$ cat config.mk
export PLATFORM = sky130hd
export DESIGN_NAME = q_phase_gen_flat
export DESIGN_NICKNAME = d
export VERILOG_FILES = /design/src/design/test_skip_pkg.sv /design/src/design/phase_if.sv /design/src/design/q_phase_gen.sv /design/src/flat_wrapper.sv
export SDC_FILE = /design/constraint.sdc
export NUM_CORES = 1
export LEC_CHECK = 0
export BUFFER_PORTS_ARGS = -buffer_cell sky130_fd_sc_hd__buf_2
export CAP_MARGIN = 25
export CORE_AREA = 2 2 39 41
export DETAILED_ROUTE_END_ITERATION = 12
export DIE_AREA = 0 0 41 43
export PLACE_DENSITY = 0.3
export SLEW_MARGIN = 20
export SYNTH_ARGS = -nofsm -noshare
export SYNTH_HDL_FRONTEND = slang
export SYNTH_SLANG_ARGS = --single-unit
$ cat constraint.sdc
create_clock -name ref_clk -period 1.16 [get_ports ref_clk]
set_input_delay 0 -clock ref_clk [delete_from_list [all_inputs] [get_ports ref_clk]]
set_output_delay 0 -clock ref_clk [all_outputs]
set_load 0.02 [all_outputs]
$ cat src/design/test_skip_pkg.sv
package test_skip_pkg;

  // ***************************
  // widths
  // ***************************
  localparam int INSTR_W = 16;
  localparam int PTR_W   = 21;
  localparam int BSR_W   = 4;
  localparam int FADDR_W = 8;
  localparam int ADDR_W  = BSR_W + FADDR_W;
  localparam int DATA_W  = 8;

  // ***************************
  // instruction fields
  // ***************************
  localparam int OPC_HI   = 15;
  localparam int OPC_LO   = 9;
  localparam int BANK_BIT = 8;
  localparam int TBL_HI   = 15;
  localparam int TBL_LO   = 2;

  localparam logic [6:0]  SKIPZ_OPC = 7'h33;
  localparam logic [13:0] TBLWR_OPC = 14'h0003;

  // ***************************
  // access bank split
  // ***************************
  localparam logic [FADDR_W-1:0] ACCESS_SPLIT   = 8'h80;
  localparam logic [BSR_W-1:0]   ACCESS_LO_BANK = 4'h0;
  localparam logic [BSR_W-1:0]   ACCESS_HI_BANK = 4'hF;

  // ***************************
  // pointer modes and phases
  // ***************************
  typedef enum logic [1:0] {
    PTR_KEEP     = 2'h0,
    PTR_POST_INC = 2'h1,
    PTR_POST_DEC = 2'h2,
    PTR_PRE_INC  = 2'h3
  } ptr_mode_t;

  localparam int PHASES = 4;
  localparam logic [DATA_W-1:0] ZERO_BYTE = 8'h00;
  localparam logic [PTR_W-1:0]  PTR_ONE   = 21'h000001;
  localparam logic [PTR_W-1:0]  PTR_RESET = 21'h000000;

endpackage

$ cat src/design/phase_if.sv
`timescale 1ns/1ps
interface phase_if;
  logic q1;
  logic q2;
  logic q3;
  logic q4;
  modport gen (output q1, output q2, output q3, output q4);
  modport use_ (input q1, input q2, input q3, input q4);
endinterface

$ cat src/design/q_phase_gen.sv
`timescale 1ns/1ps
module q_phase_gen
  import test_skip_pkg::*;
(
  input  wire logic ref_clk,
  input  wire logic rst,
  phase_if.gen      ph
);

  // ***************************
  // four phase enables
  // ***************************
  logic [1:0] phaseCnt;

  always_ff @(posedge ref_clk or posedge rst) begin
    if (rst) begin
      phaseCnt <= 2'h0;
    end else begin
      phaseCnt <= phaseCnt + 2'h1;
    end
  end

  // one-cycle enables, not derived clocks
  assign ph.q1 = (phaseCnt == 2'h0);
  assign ph.q2 = (phaseCnt == 2'h1);
  assign ph.q3 = (phaseCnt == 2'h2);
  assign ph.q4 = (phaseCnt == 2'h3);

  initial begin
    if (PHASES != 4) begin
      $error("phase generator serves four phases only");
    end
  end

endmodule

$ cat src/flat_wrapper.sv
// flat-port wrapper written by rule: the top's interface ports become plain ports
module q_phase_gen_flat import test_skip_pkg::*;
  (ref_clk, rst, ph_q1, ph_q2, ph_q3, ph_q4);
  phase_if ph_i ();
  input  wire logic ref_clk;
  input  wire logic rst;
  output wire logic [$bits(ph_i.q1)-1:0] ph_q1;
  output wire logic [$bits(ph_i.q2)-1:0] ph_q2;
  output wire logic [$bits(ph_i.q3)-1:0] ph_q3;
  output wire logic [$bits(ph_i.q4)-1:0] ph_q4;
  assign ph_q1 = ph_i.q1;
  assign ph_q2 = ph_i.q2;
  assign ph_q3 = ph_i.q3;
  assign ph_q4 = ph_i.q4;
  q_phase_gen u_core (.ref_clk(ref_clk), .rst(rst), .ph(ph_i));
endmodule
; Word-level counts from Yosys, hierarchy flattened
; Index checks and enable logic that the tools add are counted.
[totals]
inputBits = 2
reg_bits = 2
elab_cells = 6
[classes]
eq_ne = 3
n_reduce_logical = 1
addsub = 1
[ops]
columns = operator, n
row1 = "== test 2 bit, second input constant", 2
row2 = "adder 2 x 1 -> 2 bit, second input constant", 1
row3 = "== test 2 x 1 -> 1 bit, second input constant", 1
row4 = zero test 2 bit, 1

; Depth between registers and ports, before layout
; Gate-level depths: netlist of the first run.
[logic_depth]
word_depth = 1
mapped_depth = 2

; Worst setup path before layout of the first run
; Ideal clock, no wire load.
[synth_timing]
path_kind = flip-flop to flip-flop
start = reg u_core.phaseCnt[0]
end = reg u_core.phaseCnt[1]
setup_slack_ps = 350
arrival_time_ps = 685
stages_incl_launch_ff = 3
period_less_slack_ps = 810
path_cell_list = dfrtp_1 inv_1 ha_1
[synth_between]
elab_chain_cells = 1
[synth_lines]
columns = item, line_no
row1 = start: declaration, q_phase_gen.sv:13  ; logic [1:0] phaseCnt;
row2 = start signal: assignment, q_phase_gen.sv:19  ; phaseCnt <= phaseCnt + 2'h1;
row3 = adder 2 x 1 -> 2 bit, q_phase_gen.sv:19
; No other way between the ends.

; Worst setup path after layout of the first run
[layout_timing]
start = reg u_core.phaseCnt[0]
end = out ph_q1
[layout_between]
elab_chain_cells = 1
[layout_lines]
columns = item, line_no
row1 = zero test 2 bit, q_phase_gen.sv:24  ; assign ph.q1 = (phaseCnt == 2'h0);
row2 = end: declaration, flat_wrapper.sv:7  ; output wire logic [$bits(ph_i.q1)-1:0] ph_q1;
; No other way between the ends.

==> summary.md, run 1 <==
| Metric | Value |
|---|---|
| Status | `complete, no violations` |
| First-pass GRT wire length | `358 µm` |
| Count of max-cap constraint violations | `0` |
| Die height | `43 µm` |
| Unrepaired setup endpoints after global routing | `no` |
| DR iter-0 viols | `0` |
| Initial antenna violation count | `0` |
| Min Hold Slack | `170 ps` |
| Share of layout cells above drive strength 1 | `0.444` |
| Final cycle utilization of the critical path | `0.892` |
| Worst Setup Start Kind | `flop` |
| Min-Delay Path Class | `input port to async pin` |
| Yosys cell types | `3` |
| Top flop regs | `u_core.phaseCnt (2)` |
| Setup ws final | `125 ps` |
| Vias | `85` |
| Peak VDD IR | `0.175 mV` |
| WL/cell | `6.09 µm` |
| Nets@finish | `26` |
| Vias in the first global route | `83` |
| Area of the multi-input gates | `50.0 µm²` |
| CTS tree | `done` |
| Worst Path Required | `1160 ps` |
| Port Buffers | `5` |
| N_diodes | `0` |
| Worst setup EP type | `output pin` |
| TNS Setup | `0 ps` |
| Drc violations | `0` |
| Largest register by flop count | `u_core.phaseCnt` |
| First-pass DRT Iterations | `1` |
| Synth Register Bits | `2` |
| Antenna Nets Post-Route | `0` |
| CTS sink cnt | `2` |
| Core area | `1380 µm²` |
| Relative slew slack | `0.932` |
| RD Place Congestion | `0.473` |
| Area Overhead vs Synth | `69.7%` |
| Pin count of the biggest net entering global routing | `4` |
| Minimum clock period | `1040 ps` |
| Final setup fails | `0` |
| H-tree Lvls | `1` |
| Syn nets | `15` |
| Crit path cell chain | `inv_1, ha_1, buf_2` |
| Max Clock Skew | `3.03 ps` |
| Internal power | `0.188 mW` |
| I/O pin total | `6` |
| Rows | `14` |
| Mean Syn Cell Area | `12.4 µm²` |
| Leakage | `0.112 nW` |
| Clk pwr share | `0.668` |
| Die width | `41 µm` |
| Number of flip-flops in the largest register | `2` |
| Fin. Hold Viols | `0` |
| Starting Density | `0.0805` |
| FF-to-FF setup slack | `310 ps` |
| CP delay by family, top | `flip-flops` |
| Cell Area, Synth | `111 µm²` |
| CP bufs+invs | `2` |
| Sw Pwr | `0.0408 mW` |
| Worst-path clk slew | `30 ps` |
| Routed wire length | `207 µm` |
| GRT Total Usage | `0.0412` |
| Number of setup buffers added after CTS | `0` |
| Worst Path Arrival | `1040 ps` |
| Commonest non-fill, non-tap cell in the layout | `buf_2` |
| Crit path max-delay cell type | `dfrtp_1` |
| Ys Warns | `0` |
| Fmax achieved | `966 MHz` |
| Final Max Tran Viols | `0` |
| Sequential share of the synthesized area | `0.449` |
| Clk_lat worst skew | `220 ps` |
| Pre-CTS WS | `311 ps` |
| Kind of critical path | `flop to output pin` |
| Tightest Pin Transition | `101 ps` |
| Vias per inst | `2.50` |
| Switching Fraction | `0.178` |
| Crit-path max FO | `3` |
| CTS max path bufs | `2` |
| Worst stage delay on the critical path | `380 ps` |
| Comb pwr share | `0.024` |
| Total CTS buffers | `3` |
| Root Driver | `clkbuf_4` |
| Die area | `1760 µm²` |
| Most frequent cells in the layout | `5 x buf_2, 4 x ha_1, 3 x inv_1, 3 x clkbuf_4, 2 x dfrtp_1` |
| Pwr dens | `1210 nW/µm²` |
| Synth Instances | `9` |
| Reg area | `50.0 µm²` |
| Sequential share of power | `0.307` |
| Fillers | `154` |
| Global route overflow | `0` |
## metrics by stage
stage          cells   util  power (mW)  instance area (µm²)
6_report          34  0.137       0.229                  189
3_5_place_dp      30  0.113      0.0741                  156
2_1_floorplan      9      -      0.0723                  111
5_1_grt           34  0.137       0.254                  189
3_3_place_gp      30  0.113      0.0743                  156
4_1_cts           34  0.137       0.241                  189
## cells in the mapped netlist
cell / n / share of area
dfrtp_1: 2 / 0.45
inv_1: 3 / 0.10
ha_1: 4 / 0.45
## what timing repair did
action | CTS | global route
endpoints found under the hold margin | 2 | 0
gates resized for setup | 0 | 0
hold buffers | 1 | 0
## final timing paths
path	endpoint	start	cells after the start
max	ph_q1	u_core.phaseCnt[0]$_DFF_PP0_	3
max reg2reg	u_core.phaseCnt[1]$_DFF_PP0_	u_core.phaseCnt[0]$_DFF_PP0_	2
min in group ref_clk	u_core.phaseCnt[0]$_DFF_PP0_	u_core.phaseCnt[0]$_DFF_PP0_	1
min reg2reg	u_core.phaseCnt[0]$_DFF_PP0_	u_core.phaseCnt[0]$_DFF_PP0_	1
max in group asynchronous	u_core.phaseCnt[1]$_DFF_PP0_	rst	3
min	u_core.phaseCnt[0]$_DFF_PP0_	rst	3
## power by group through the flow
stage | clock (mW) | combinational [mW] | sequential, mW
3_3_place_gp | 0 | 0.00330 | 0.0710
2_1_floorplan | 0 | 0.00131 | 0.0710
5_1_grt | 0.177 | 0.00658 | 0.0702
6_report | 0.153 | 0.00555 | 0.0703
3_5_place_dp | 0 | 0.00308 | 0.0710
4_1_cts | 0.165 | 0.00582 | 0.0703
## area by class of cell
cell class              count  area share
clock buffers               3       0.119
multi-input cells           4       0.265
well taps                  16       0.106
inverters                   3      0.0596
repair buffers              6       0.185
flip-flops and latches      2       0.265
## metal layers
| metal | vias to the layer above | global-route usage | part of all wire |
|---|---|---|---|
| met5 | - | 0 | 0 |
| met4 | 0 | 0.0600 | 0 |
| met3 | 0 | 0.0628 | 0.22 |
| met2 | 6 | 0.0281 | 0.35 |
| met1 | 35 | 0.0354 | 0.43 |
| li1 | 44 | - | - |
## worst register-to-register path, delay by kind of cell (launching register included)
kind	cells	cell delay, ps
flip-flops	1	360
adder cells (fa/ha/maj)	1	280
buffers and inverters	1	80
## logic make-up (layout without fill, tap and decap cells)
logic type	count (synthesis)	after routing	share of synthesized area
fa+ha+maj	4	4	0.449
buf+inv	3	12	0.101
flops	2	2	0.449
No activity file was read; power rests on OpenSTA's default activity.
==> run 2: changes to the inputs <==
Settings changed: PLACE_DENSITY 0.3 to not set.
==> summary.md, run 2 (same netlist as run 1, synthesis figures left out) <==
| Metric | Value |
|---|---|
| Status | `complete, no violations` |
| Crit-path max FO | `3` |
| Sw Pwr | `0.0413 mW` |
| TNS Setup | `0 ps` |
| Vias in the first global route | `97` |
| R2R Path Start | `u_core.phaseCnt[0]$_DFF_PP0_` |
| Worst-path clk slew | `30 ps` |
| Detail Placement HPWL | `147 µm` |
| Drc violations | `0` |
| Final cycle utilization of the critical path | `0.879` |
| Top flop regs | `u_core.phaseCnt (2)` |
| Post-cts resize count | `0` |
| Count of max-cap constraint violations | `0` |
| Minimum clock period | `1020 ps` |
| I/O pin total | `6` |
| Worst Reg2Reg Path Length in Cells | `2` |
| RD Place Congestion | `0.486` |
| N_diodes | `0` |
| Die width | `41 µm` |
| Relative slew slack | `0.930` |
| Tightest Pin Transition | `105 ps` |
| Antenna Nets Post-Route | `0` |
| Final Max Tran Viols | `0` |
| Pwr dens | `1210 nW/µm²` |
| Area Overhead vs Synth | `69.7%` |
| Rows | `14` |
| Critical R2R Capture | `u_core.phaseCnt[1]$_DFF_PP0_` |
| Switching Fraction | `0.180` |
| Worst Path Required | `1160 ps` |
| Min-Delay Path Class | `input port to async pin` |
| Pin count of the biggest net entering global routing | `4` |
| Worst stage delay on the critical path | `390 ps` |
| Crit path max-delay cell type | `dfrtp_1` |
| DR iter-0 viols | `1` |
| Comb pwr share | `0.024` |
| Most frequent cells in the layout | `5 x buf_2, 4 x ha_1, 3 x inv_1, 3 x clkbuf_4, 2 x dfrtp_1` |
| GRT Total Usage | `0.0392` |
| CTS tree | `done` |
| Die height | `43 µm` |
| Worst setup EP type | `output pin` |
| Internal power | `0.188 mW` |
| Initial antenna violation count | `0` |
| Vias | `89` |
| CTS max path bufs | `2` |
| Leakage | `0.112 nW` |
| First-pass GRT wire length | `351 µm` |
| Core area | `1380 µm²` |
| Commonest non-fill, non-tap cell in the layout | `buf_2` |
| Global route overflow | `0` |
| Number of setup buffers added after CTS | `0` |
| First-pass DRT Iterations | `2` |
| Port Buffers | `5` |
| Max Clock Skew | `2.23 ps` |
| Fmax achieved | `981 MHz` |
| Clk_lat worst skew | `220 ps` |
| Number of flip-flops in the largest register | `2` |
| Root Driver | `clkbuf_4` |
| Finished Cell Area | `189 µm²` |
| Worst Setup Start Kind | `flop` |
| Peak VDD IR | `0.163 mV` |
| Final core occ | `0.137` |
| Worst Path Arrival | `1020 ps` |
| Post-Place Cell Area | `156 µm²` |
| Die area | `1760 µm²` |
| Fin. Hold Viols | `0` |
| Vias per inst | `2.62` |
| Unrepaired setup endpoints after global routing | `no` |
| Sequential share of power | `0.307` |
| CTS sink cnt | `2` |
| Starting Density | `0.0805` |
| Nets@finish | `26` |
| Total CTS buffers | `3` |
| WL/cell | `6.06 µm` |
| Clk pwr share | `0.669` |
| Fillers | `163` |
| Routed wire length | `206 µm` |
| FF-to-FF setup slack | `310 ps` |
| Share of layout cells above drive strength 1 | `0.444` |
| Crit path cell chain | `inv_1, ha_1, buf_2` |
| Final setup fails | `0` |
| Kind of critical path | `flop to output pin` |
| Largest register by flop count | `u_core.phaseCnt` |
| H-tree Lvls | `1` |
run 2: cell counts in the layout (fill, tap and decap cells not counted):
Identical to the previous run, type by type.
run 2: routing by layer:
metal / track usage / share of wire
met1: 0.0258 / 0.31
met2: 0.0406 / 0.42
met3: 0.0314 / 0.16
met4: 0.0800 / 0.11
met5: 0 / 0
run 2: area by class of cell:
cell class,count,area [µm²],share of cell area
multi-input cells,4,50.0,0.265
well taps,16,20.0,0.106
repair buffers,6,35.0,0.185
flip-flops and latches,2,50.0,0.265
clock buffers,3,22.5,0.119
inverters,3,11.3,0.0596
run 2: worst max path at each step:
stage | startpoint | endpoint | depth (start not counted)
after floorplan | u_core.phaseCnt[0]$_DFF_PP0_ | u_core.phaseCnt[1]$_DFF_PP0_ | 2
after global placement | u_core.phaseCnt[0]$_DFF_PP0_ | u_core.phaseCnt[1]$_DFF_PP0_ | 2
after detailed placement | u_core.phaseCnt[0]$_DFF_PP0_ | u_core.phaseCnt[1]$_DFF_PP0_ | 2
after CTS | u_core.phaseCnt[0]$_DFF_PP0_ | ph_q1 | 3
after global routing | u_core.phaseCnt[0]$_DFF_PP0_ | ph_q3 | 3
final | u_core.phaseCnt[0]$_DFF_PP0_ | ph_q3 | 3
run 2: power by group through the flow:
stage	combinational [mW]	clock, mW	sequential [mW]
finish	0.00555	0.153	0.0703
global route	0.00625	0.165	0.0703
CTS	0.00578	0.164	0.0703
detailed placement	0.00327	0	0.0710
global placement	0.00318	0	0.0710
floorplan	0.00131	0	0.0710
run 2: per-stage QoR:
step	power [mW]	std cells	hold slack (ps)	setup WS (ps)
final	0.229	34	168	141
after global routing	0.242	34	186	65.3
after CTS	0.240	34	162	113
after detailed placement	0.0743	30	-143	301
after global placement	0.0742	30	-145	317
after floorplan	0.0723	9	-259	350
run 2: what timing repair did:
| action | 4_1_cts | 5_1_grt |
|---|---|---|
| endpoints found under the hold margin | 2 | 0 |
| hold buffers | 1 | 0 |
| setup endpoints to repair | 0 | 0 |
run 2: critical path: cells and delay by family, from the launching register on:
family,cells,cell delay [ps]
flip-flops,1,390
buffers and inverters,2,260
adder cells (fa/ha/maj),1,150
